### src/adcpc_params.svh
// timing, field and reset constants of the converter control port
`ifndef ADCPC_PARAMS_SVH
`define ADCPC_PARAMS_SVH

// ****************************************************************
// control word fields
// ****************************************************************
`define ADCPC_PWR_HI_BIT 3'h7
`define ADCPC_PWR_LO_BIT 3'h6
`define ADCPC_ACQ_BIT 3'h5
`define ADCPC_SGL_BIT 3'h4
`define ADCPC_UNI_BIT 3'h3
`define ADCPC_ADDR_MSB 2
`define ADCPC_ADDR_LSB 0
`define ADCPC_CTRL_RST 8'hc8

// ****************************************************************
// result layout
// ****************************************************************
`define ADCPC_RES_MSB 4'h9
`define ADCPC_DAC_START 10'h200
`define ADCPC_HB_PAD 6
`define ADCPC_HB_ZERO 6'h00

// ****************************************************************
// timing
// ****************************************************************
`define ADCPC_CLK_PERIOD_NS 13'h0064
`define ADCPC_INT_CONV_NS 13'h0e10
`define ADCPC_CONV_CYCLES 13'h000d
`define ADCPC_ACC_INC (`ADCPC_CONV_CYCLES * `ADCPC_CLK_PERIOD_NS)
`define ADCPC_LAST_STEP 4'hc
`define ADCPC_ACQ_LAST 2'h2

`endif

### src/adcpc_pkg.sv
// types shared by the converter control port
package adcpc_pkg;

    // ************************************************************
    // sequencer states, one-hot
    // ************************************************************
    typedef enum logic [3:0] {
        ADCPC_ST_IDLE = 4'h1,
        ADCPC_ST_ACQ_INT = 4'h2,
        ADCPC_ST_ACQ_EXT = 4'h4,
        ADCPC_ST_CONV = 4'h8
    } adcpc_state_t;

    // ************************************************************
    // power modes
    // ************************************************************
    typedef enum logic [1:0] {
        ADCPC_PWR_SHUTDOWN = 2'h0,
        ADCPC_PWR_STANDBY = 2'h1,
        ADCPC_PWR_NORMAL = 2'h2
    } adcpc_pwr_t;

endpackage : adcpc_pkg

### src/adcpc_chan_dec.sv
// analog input multiplexer channel decoder
`timescale 1ns/1ps
module adcpc_chan_dec #(
    parameter int NUM_CH = 8
) (
    input wire logic [2:0] i_addr,
    input wire logic i_single,
    output logic [NUM_CH-1:0] o_pos_sel,
    output logic [NUM_CH-1:0] o_neg_sel,
    output logic o_neg_common
);
    logic [2:0] idx;
    logic [NUM_CH-1:0] one;

    // ************************************************************
    // decode
    // ************************************************************
    always_comb begin
        one = {{(NUM_CH-1){1'b0}}, 1'b1};
        idx = i_addr & 3'(NUM_CH - 1);
        o_pos_sel = one << idx;
        o_neg_common = i_single;
        if (i_single) begin
            o_neg_sel = '0;
        end else begin
            o_neg_sel = one << (idx ^ 3'h1);
        end
    end

endmodule : adcpc_chan_dec

### src/adcpc_port.sv
// control word capture, sequencing and byte readout of the converter
//
// Overview of operation
// - top bits 10 pick internal clock, 11 pick external clock.
// - power-down codes keep the last chosen clock source.
// - external clock source is selected after reset.
// - code 00 gives full shutdown, 01 standby; clock unchanged.
// - bit 5 low times acquisition internally, high waits second write.
// - acquisition bit and clock bits decode independently.
// - bit 4 high single-ended, low pseudo-differential pairs.
// - bit 3 high unipolar binary, low bipolar two's complement.
// - single-ended: address picks positive channel, common pin negative.
// - differential: upper address bits pick pair, low bit picks polarity.
// - four-channel build decodes only channels 0 to 3.
// - internal clock runs one conversion in 3.6 us.
// - chip select high ignores clock, write, read; bus high impedance.
// - write captures the 8-bit control word from the data bus.
// - high byte enable low drives result bits 0 to 7.
// - high byte enable high drives bits 8, 9 and zero or sign fill.
// - a conversion takes 13 conversion clock cycles.
// - internal acquisition ends after three clocks following the write.
// - a write during conversion aborts it and starts acquisition.
// - end flag low at result, high on read start or new write.
`timescale 1ns/1ps
`include "adcpc_params.svh"
module adcpc_port #(
    parameter int NUM_CH = 8
) (
    input wire logic i_clk,
    input wire logic i_nrst,
    input wire logic i_cs_n,
    input wire logic i_wr_n,
    input wire logic i_rd_n,
    input wire logic i_high_byte_enable,
    input wire logic [7:0] i_data,
    input wire logic i_conv_clk,
    input wire logic i_comparator,
    output logic [7:0] o_data,
    output logic o_data_oe_n,
    output logic o_eoc_n,
    output logic [9:0] o_dac_code,
    output logic o_track,
    output logic o_shutdown,
    output logic o_standby,
    output logic o_ext_clk_sel,
    output logic o_single_ended,
    output logic [NUM_CH-1:0] o_pos_sel,
    output logic [NUM_CH-1:0] o_neg_sel,
    output logic o_neg_common
);
    // ************************************************************
    // state
    // ************************************************************
    typedef struct packed {
        adcpc_pkg::adcpc_state_t state;
        adcpc_pkg::adcpc_pwr_t pwr;
        logic ext_sel;
        logic [7:0] ctrl;
        logic [7:0] wr_data;
        logic wr_act;
        logic rd_act;
        logic cclk_prev;
        logic [12:0] acc;
        logic [1:0] acq_cnt;
        logic [3:0] step;
        logic [9:0] dac;
        logic [9:0] result;
        logic bipolar;
        logic eoc_n;
        logic [7:0] dout;
        logic dout_oe_n;
        logic track;
        logic shutdown;
        logic standby;
        logic [NUM_CH-1:0] pos_sel;
        logic [NUM_CH-1:0] neg_sel;
        logic neg_common;
    } adcpc_port_st_t;

    adcpc_port_st_t q_reg;
    adcpc_port_st_t q_next;

    logic wr_now;
    logic rd_now;
    logic commit;
    logic tick;
    logic [12:0] acc_sum;
    logic [3:0] bidx;
    logic [NUM_CH-1:0] dec_pos;
    logic [NUM_CH-1:0] dec_neg;
    logic dec_common;

    // ************************************************************
    // channel decode of the word being written
    // ************************************************************
    adcpc_chan_dec #(
        .NUM_CH(NUM_CH)
    ) u_dec (
        .i_addr(q_reg.wr_data[`ADCPC_ADDR_MSB:`ADCPC_ADDR_LSB]),
        .i_single(q_reg.wr_data[`ADCPC_SGL_BIT]),
        .o_pos_sel(dec_pos),
        .o_neg_sel(dec_neg),
        .o_neg_common(dec_common)
    );

    // ************************************************************
    // next state
    // ************************************************************
    always_comb begin
        q_next = q_reg;
        wr_now = !i_cs_n && !i_wr_n;
        rd_now = !i_cs_n && !i_rd_n;
        commit = q_reg.wr_act && !wr_now;
        bidx = `ADCPC_RES_MSB - q_reg.step;
        acc_sum = q_reg.acc + `ADCPC_ACC_INC;
        tick = 1'b0;

        // conversion clock source
        q_next.cclk_prev = i_conv_clk;
        if (q_reg.state == adcpc_pkg::ADCPC_ST_IDLE ||
            q_reg.state == adcpc_pkg::ADCPC_ST_ACQ_EXT) begin
            q_next.acc = '0;
        end else if (q_reg.ext_sel) begin
            tick = i_conv_clk && !q_reg.cclk_prev && !i_cs_n;
            q_next.acc = '0;
        end else if (acc_sum >= `ADCPC_INT_CONV_NS) begin
            tick = 1'b1;
            q_next.acc = acc_sum - `ADCPC_INT_CONV_NS;
        end else begin
            q_next.acc = acc_sum;
        end

        // write strobe, data follows the bus while strobe is low
        q_next.wr_act = wr_now;
        if (wr_now) begin
            q_next.wr_data = i_data;
        end

        // read strobe and byte select
        q_next.rd_act = rd_now;
        q_next.dout_oe_n = !rd_now;
        if (i_high_byte_enable) begin
            q_next.dout = {q_reg.bipolar ?
                {`ADCPC_HB_PAD{q_reg.result[9]}} :
                `ADCPC_HB_ZERO, q_reg.result[9:8]};
        end else begin
            q_next.dout = q_reg.result[7:0];
        end
        if (rd_now && !q_reg.rd_act) begin
            q_next.eoc_n = 1'b1;
        end

        // sequencer
        case (q_reg.state)
            adcpc_pkg::ADCPC_ST_IDLE: begin
                q_next.track = 1'b0;
            end
            adcpc_pkg::ADCPC_ST_ACQ_INT: begin
                if (tick) begin
                    if (q_reg.acq_cnt == `ADCPC_ACQ_LAST) begin
                        q_next.state = adcpc_pkg::ADCPC_ST_CONV;
                        q_next.track = 1'b0;
                        q_next.step = '0;
                        q_next.dac = `ADCPC_DAC_START;
                    end else begin
                        q_next.acq_cnt = q_reg.acq_cnt + 2'h1;
                    end
                end
            end
            adcpc_pkg::ADCPC_ST_ACQ_EXT: begin
                q_next.track = 1'b1;
            end
            adcpc_pkg::ADCPC_ST_CONV: begin
                if (tick) begin
                    q_next.step = q_reg.step + 4'h1;
                    if (q_reg.step <= `ADCPC_RES_MSB) begin
                        if (!i_comparator) begin
                            q_next.dac[bidx] = 1'b0;
                        end
                        if (q_reg.step != `ADCPC_RES_MSB) begin
                            q_next.dac[bidx - 4'h1] = 1'b1;
                        end
                    end
                    if (q_reg.step == `ADCPC_LAST_STEP) begin
                        q_next.state = adcpc_pkg::ADCPC_ST_IDLE;
                        q_next.bipolar = !q_reg.ctrl[`ADCPC_UNI_BIT];
                        q_next.result = q_reg.ctrl[`ADCPC_UNI_BIT] ?
                            q_reg.dac :
                            {~q_reg.dac[9], q_reg.dac[8:0]};
                        q_next.eoc_n = 1'b0;
                    end
                end
            end
            default: begin
                q_next.state = adcpc_pkg::ADCPC_ST_IDLE;
                q_next.track = 1'b0;
            end
        endcase

        // a finished write reconfigures and restarts
        if (commit) begin
            q_next.ctrl = q_reg.wr_data;
            q_next.eoc_n = 1'b1;
            q_next.acq_cnt = '0;
            q_next.acc = '0;
            q_next.pos_sel = dec_pos;
            q_next.neg_sel = dec_neg;
            q_next.neg_common = dec_common;
            if (q_reg.wr_data[`ADCPC_PWR_HI_BIT]) begin
                q_next.ext_sel = q_reg.wr_data[`ADCPC_PWR_LO_BIT];
                q_next.pwr = adcpc_pkg::ADCPC_PWR_NORMAL;
            end else if (q_reg.wr_data[`ADCPC_PWR_LO_BIT]) begin
                q_next.pwr = adcpc_pkg::ADCPC_PWR_STANDBY;
            end else begin
                q_next.pwr = adcpc_pkg::ADCPC_PWR_SHUTDOWN;
            end
            if (q_reg.wr_data[`ADCPC_ACQ_BIT]) begin
                q_next.state = adcpc_pkg::ADCPC_ST_ACQ_EXT;
                q_next.track = 1'b1;
            end else if (q_reg.state == adcpc_pkg::ADCPC_ST_ACQ_EXT) begin
                q_next.state = adcpc_pkg::ADCPC_ST_CONV;
                q_next.track = 1'b0;
                q_next.step = '0;
                q_next.dac = `ADCPC_DAC_START;
            end else begin
                q_next.state = adcpc_pkg::ADCPC_ST_ACQ_INT;
                q_next.track = 1'b1;
            end
        end

        // power state shows only while the converter rests
        q_next.shutdown = (q_next.pwr == adcpc_pkg::ADCPC_PWR_SHUTDOWN) &&
            (q_next.state == adcpc_pkg::ADCPC_ST_IDLE);
        q_next.standby = (q_next.pwr == adcpc_pkg::ADCPC_PWR_STANDBY) &&
            (q_next.state == adcpc_pkg::ADCPC_ST_IDLE);
    end

    // ************************************************************
    // registers
    // ************************************************************
    always_ff @(posedge i_clk) begin
        if (!i_nrst) begin
            q_reg <= '0;
            q_reg.state <= adcpc_pkg::ADCPC_ST_IDLE;
            q_reg.pwr <= adcpc_pkg::ADCPC_PWR_NORMAL;
            q_reg.ext_sel <= 1'b1;
            q_reg.ctrl <= `ADCPC_CTRL_RST;
            q_reg.bipolar <= 1'b0;
            q_reg.eoc_n <= 1'b1;
            q_reg.dout_oe_n <= 1'b1;
        end else begin
            q_reg <= q_next;
        end
    end

    // ************************************************************
    // outputs
    // ************************************************************
    assign o_data = q_reg.dout;
    assign o_data_oe_n = q_reg.dout_oe_n;
    assign o_eoc_n = q_reg.eoc_n;
    assign o_dac_code = q_reg.dac;
    assign o_track = q_reg.track;
    assign o_shutdown = q_reg.shutdown;
    assign o_standby = q_reg.standby;
    assign o_ext_clk_sel = q_reg.ext_sel;
    assign o_single_ended = q_reg.neg_common;
    assign o_pos_sel = q_reg.pos_sel;
    assign o_neg_sel = q_reg.neg_sel;
    assign o_neg_common = q_reg.neg_common;
endmodule : adcpc_port

### config.mk
export PLATFORM = sky130hd
export DESIGN_NAME = adcpc_port
export DESIGN_NICKNAME = d
export VERILOG_FILES = /design/src/adcpc_pkg.sv /design/src/adcpc_chan_dec.sv /design/src/adcpc_port.sv
export VERILOG_INCLUDE_DIRS = /design/src
export SDC_FILE = /design/constraint.sdc
export NUM_CORES = 1
export LEC_CHECK = 0
export ABC_AREA = 0
export ABC_CLOCK_PERIOD_IN_PS = 6500
export BUFFER_PORTS_ARGS = -buffer_cell sky130_fd_sc_hd__buf_2
export CAP_MARGIN = 10
export CORE_UTILIZATION = 30
export CTS_BUF_LIST = sky130_fd_sc_hd__clkbuf_4 sky130_fd_sc_hd__clkbuf_8
export DETAILED_ROUTE_END_ITERATION = 16
export GPL_TIMING_DRIVEN = 0
export PLACE_DENSITY_LB_ADDON = 0.15
export SYNTH_ARGS = -nofsm -noshare
export SYNTH_HDL_FRONTEND = slang
export SYNTH_SLANG_ARGS = --single-unit
### constraint.sdc
create_clock -name i_clk -period 6.5 [get_ports i_clk]
set_input_delay 0.65 -clock i_clk [delete_from_list [all_inputs] [get_ports i_clk]]
set_output_delay 0.65 -clock i_clk [all_outputs]
set_load 0.03 [all_outputs]
==> impl_results.md <==
* Switching share of total power at 0.2433
* Clk pwr share at 0.426
* Register area share after synthesis at 0.3928
* Non-Filler Instances at between 700 and 800
* Relative slew slack at 0.5112
* PD cells at 198.1 nW/um^2
* Worst VDD drop at 0.1060 mV
* Ys async rst share at 0
* Max reg flops at 47
* Placed cell count at about 750
* Later-pin clock latency in the skew report at 0.37 ns
* Max Fclk at 0.3477 GHz
* Internal cell power at 775.2 uW
* Drt wl/cell at 14.02 um
* Largest net degree at the start of global routing at 17
* Synth area leaders: dfxtp_1 39%, buf_4 6.1%, nand2_1 4.7%, nor2_1 3.9%, a21oi_1 3.6%
* Synthesized net count at 535
* Max Clock Skew at 0.008297 ns
* DR DRC count at 0
* Worst-path cell chain: ha_1 -> buf_6 -> o2111ai_1 -> a21oi_1 -> xor2_1 -> nor2_1 -> a21oi_4 -> nor3_1 -> nor4_1
* Hold depth at 2
* Status: complete, no violations
* Core area at 14480 um^2
* LEAKAGE at between 2 and 2.5 nW
* YS warnings at 0
* Via count at between 3000 and 4000
* Arr. time, crit path at 3.10 ns
* Tmin final at between 2 and 3 ns
* Worst r2r path cells at 9
* Cells after Synth at 507
* Detailed placement HPWL at 7855 um
* Top post-synthesis cells by count: 87 x dfxtp_1, 56 x nand2_1, 46 x nor2_1, 36 x buf_4, 32 x a21oi_1
* RSZ-0062 raised after global routing: no
* Post-Route Setup TNS at 0 ns
* Synth Cell Area at 4434 um^2
* Hold WC Path Type: reg2reg
* Final setup fails at 0
* Layout net count at between 600 and 700
* H-tree depth at 3
* Fin. Hold Viols at 0
* RR Endpoint: o_shutdown
* Vias/cell at roughly 4.8
* Period utilization at 0.4424
* Starting Density at 0.3063
* Worst path max stage delay at 0.51 ns
* Die Y at 123.6 um
* CTS Buf Count at 9
* Most frequent cell after synthesis: dfxtp_1
* Worst setup path start: q_reg[59]
* Flops & latches, synth at 87
* Avg Cell Area, Syn at 8.746 um^2
* Part of the power in combinational logic at 0.045
* GPL Wtd Cong at 0.8461
* Netlist cell types at 66
* DRT Wirelength at 10700 um
* CTS root buf: clkbuf_8
* Post-synth EDFFs at 0
* Initial antenna violation count at 0
* Setup crit end kind: flop
* Die Wd at about 120 um
* Post-DRT Antenna Nets at 0
* Ant. Diodes at 0
* Crit path required time at about 6.7 ns
* # port buffers at 56
* Fill count at 1501
* R2r startpoint: q_reg[59]
* Yosys top cell area share at 0.3928
* Die area at 15270 um^2
* Crit path capture: o_shutdown
* IO Pins at between 50 and 60
* Vias in the first global route at approximately 3400
* Share of layout cells above drive strength 1 at 0.2245
* Setup CP Type: reg2reg
* Drt pass-1 iters at 4
* CP max FO at 8
* Worst slew pin tran at 0.7288 ns
* Tot GR Track Use at 0.1455
* Longest Clk Path Bufs at 2
* Sequential power share at 0.530
* Slew Limit Fails at 0
* Post-CTS Hold Buffers at 0
* # rows at 44
* Ys flop type: dfxtp_1
* Clk pin slew, worst setup/hold paths at 0.09 ns
* Max-cap violations at 0
* Post_cts resized at 0
* CTS tree: done
* Reg2Reg Setup Slack at between 3 and 4 ns
* Largest area contributor in the netlist: dfxtp_1
* Area grow syn2layout at 16.59%
* Crit start category: flop
* Clk sinks at 87
* Global route total overflow at 0
* DRT iter0 DRCs at 108
* First-pass GRT wire length at ~17000 um
* Post-CTS Setup Inserts at 0
* Critical path's slowest cell: nor3_1
* Net switching power figure at 249.2 uW
[cells by family (layout without fill, tap and decap cells)]
group / count (synthesis) / after routing / synth area share
flops: 87 / 87 / 0.3928
fa+ha+maj: 12 / 12 / 0.03386
buf+inv: 76 / 148 / 0.1024
mux: 16 / 16 / 0.03668
xor+xnor: 22 / 22 / 0.04345
compound gates: 113 / 113 / 0.1913
simple gates: 181 / 181 / 0.1995
[area by class of cell]
class / instances / area (um^2) / area share
tap: 184 / 230.2 / 0.04453
clock inverter: 7 / 101.3 / 0.01960
buffer: 60 / 394.1 / 0.07623
sequential: 87 / 1742 / 0.3369
inverter: 16 / 60.06 / 0.01162
multi-input combinational: 344 / 2238 / 0.4330
clock buffer: 9 / 123.9 / 0.02396
timing repair buffer: 56 / 280.3 / 0.05421
[critical path: cells and delay by family (launching register included)]
kind,cells,cell delay [ns]
AO/OA/AOI/OAI,3,0.65
buffers and inverters,1,0.14
AND/OR/NAND/NOR,3,1.10
adder cells (fa/ha/maj),1,0.23
flip-flops,1,0.38
XOR/XNOR,1,0.23
[worst min path at each step]
stage	start	to	slack (ns)
after detailed placement	q_reg[76]	q_reg[76]	0.46
after global placement	q_reg[76]	q_reg[76]	0.46
after CTS	q_reg[79]	q_reg[79]	0.48
final	q_reg[79]	q_reg[79]	0.47
after global routing	i_conv_clk	q_reg[70]	0.50
after floorplan	q_reg[90]	o_shutdown	0.41
[metrics by stage]
step	total power [mW]	setup slack [ns]	utilization	hold WS [ns]	instance area [um^2]
2_1_floorplan	0.5840	3.938	-	0.4143	4434
3_5_place_dp	0.6019	3.655	0.3415	0.4649	4945
6_report	1.024	3.624	0.3571	0.4749	5170
3_3_place_gp	0.6011	3.691	0.3415	0.4554	4945
5_1_grt	1.072	3.424	0.3571	0.4995	5170
4_1_cts	1.044	3.622	0.3571	0.4783	5170
[routing by layer]
layer | share of wire | track usage | vias to the layer above
met1 | 0.49 | 0.1977 | 1692
met5 | 0 | 0 | -
li1 | - | - | 1869
met4 | 0.015 | 0.05497 | 0
met2 | 0.45 | 0.2284 | 83
met3 | 0.044 | 0.02656 | 14
[power by group through the flow]
stage | Sequential [mW] | Combinational [mW] | Clock (mW)
floorplan | 0.556 | 0.0282 | 0
global placement | 0.555 | 0.0459 | 0
detailed placement | 0.555 | 0.0466 | 0
CTS | 0.543 | 0.0467 | 0.454
global route | 0.544 | 0.0514 | 0.476
finish | 0.543 | 0.0456 | 0.436
[cell usage in the layout (no fill, tap or decap), types with 3 or more instances in the layout]
cell type / netlist / routed
dfxtp_1: 87 / 87
buf_2: 3 / 59
nand2_1: 56 / 56
nor2_1: 46 / 46
buf_4: 36 / 36
a21oi_1: 32 / 32
xnor2_1: 18 / 18
clkbuf_1: 16 / 16
nand3_1: 16 / 16
a22o_1: 16 / 16
inv_1: 15 / 15
mux2i_1: 14 / 14
nand2b_1: 12 / 12
ha_1: 12 / 12
nor3_1: 9 / 9
o21ai_1: 9 / 9
clkbuf_8: 0 / 9
nand4_1: 7 / 7
o211ai_1: 7 / 7
or3_1: 6 / 6
a21o_1: 5 / 5
o21ai_0: 5 / 5
and3_1: 5 / 5
a31oi_1: 5 / 5
and2_1: 5 / 5
buf_6: 4 / 4
o21a_1: 4 / 4
xor2_1: 4 / 4
or2_2: 3 / 3
o31ai_1: 3 / 3
and4_1: 3 / 3
nor3b_1: 3 / 3
a21boi_1: 3 / 3
(Power assumes the default switching activity.)
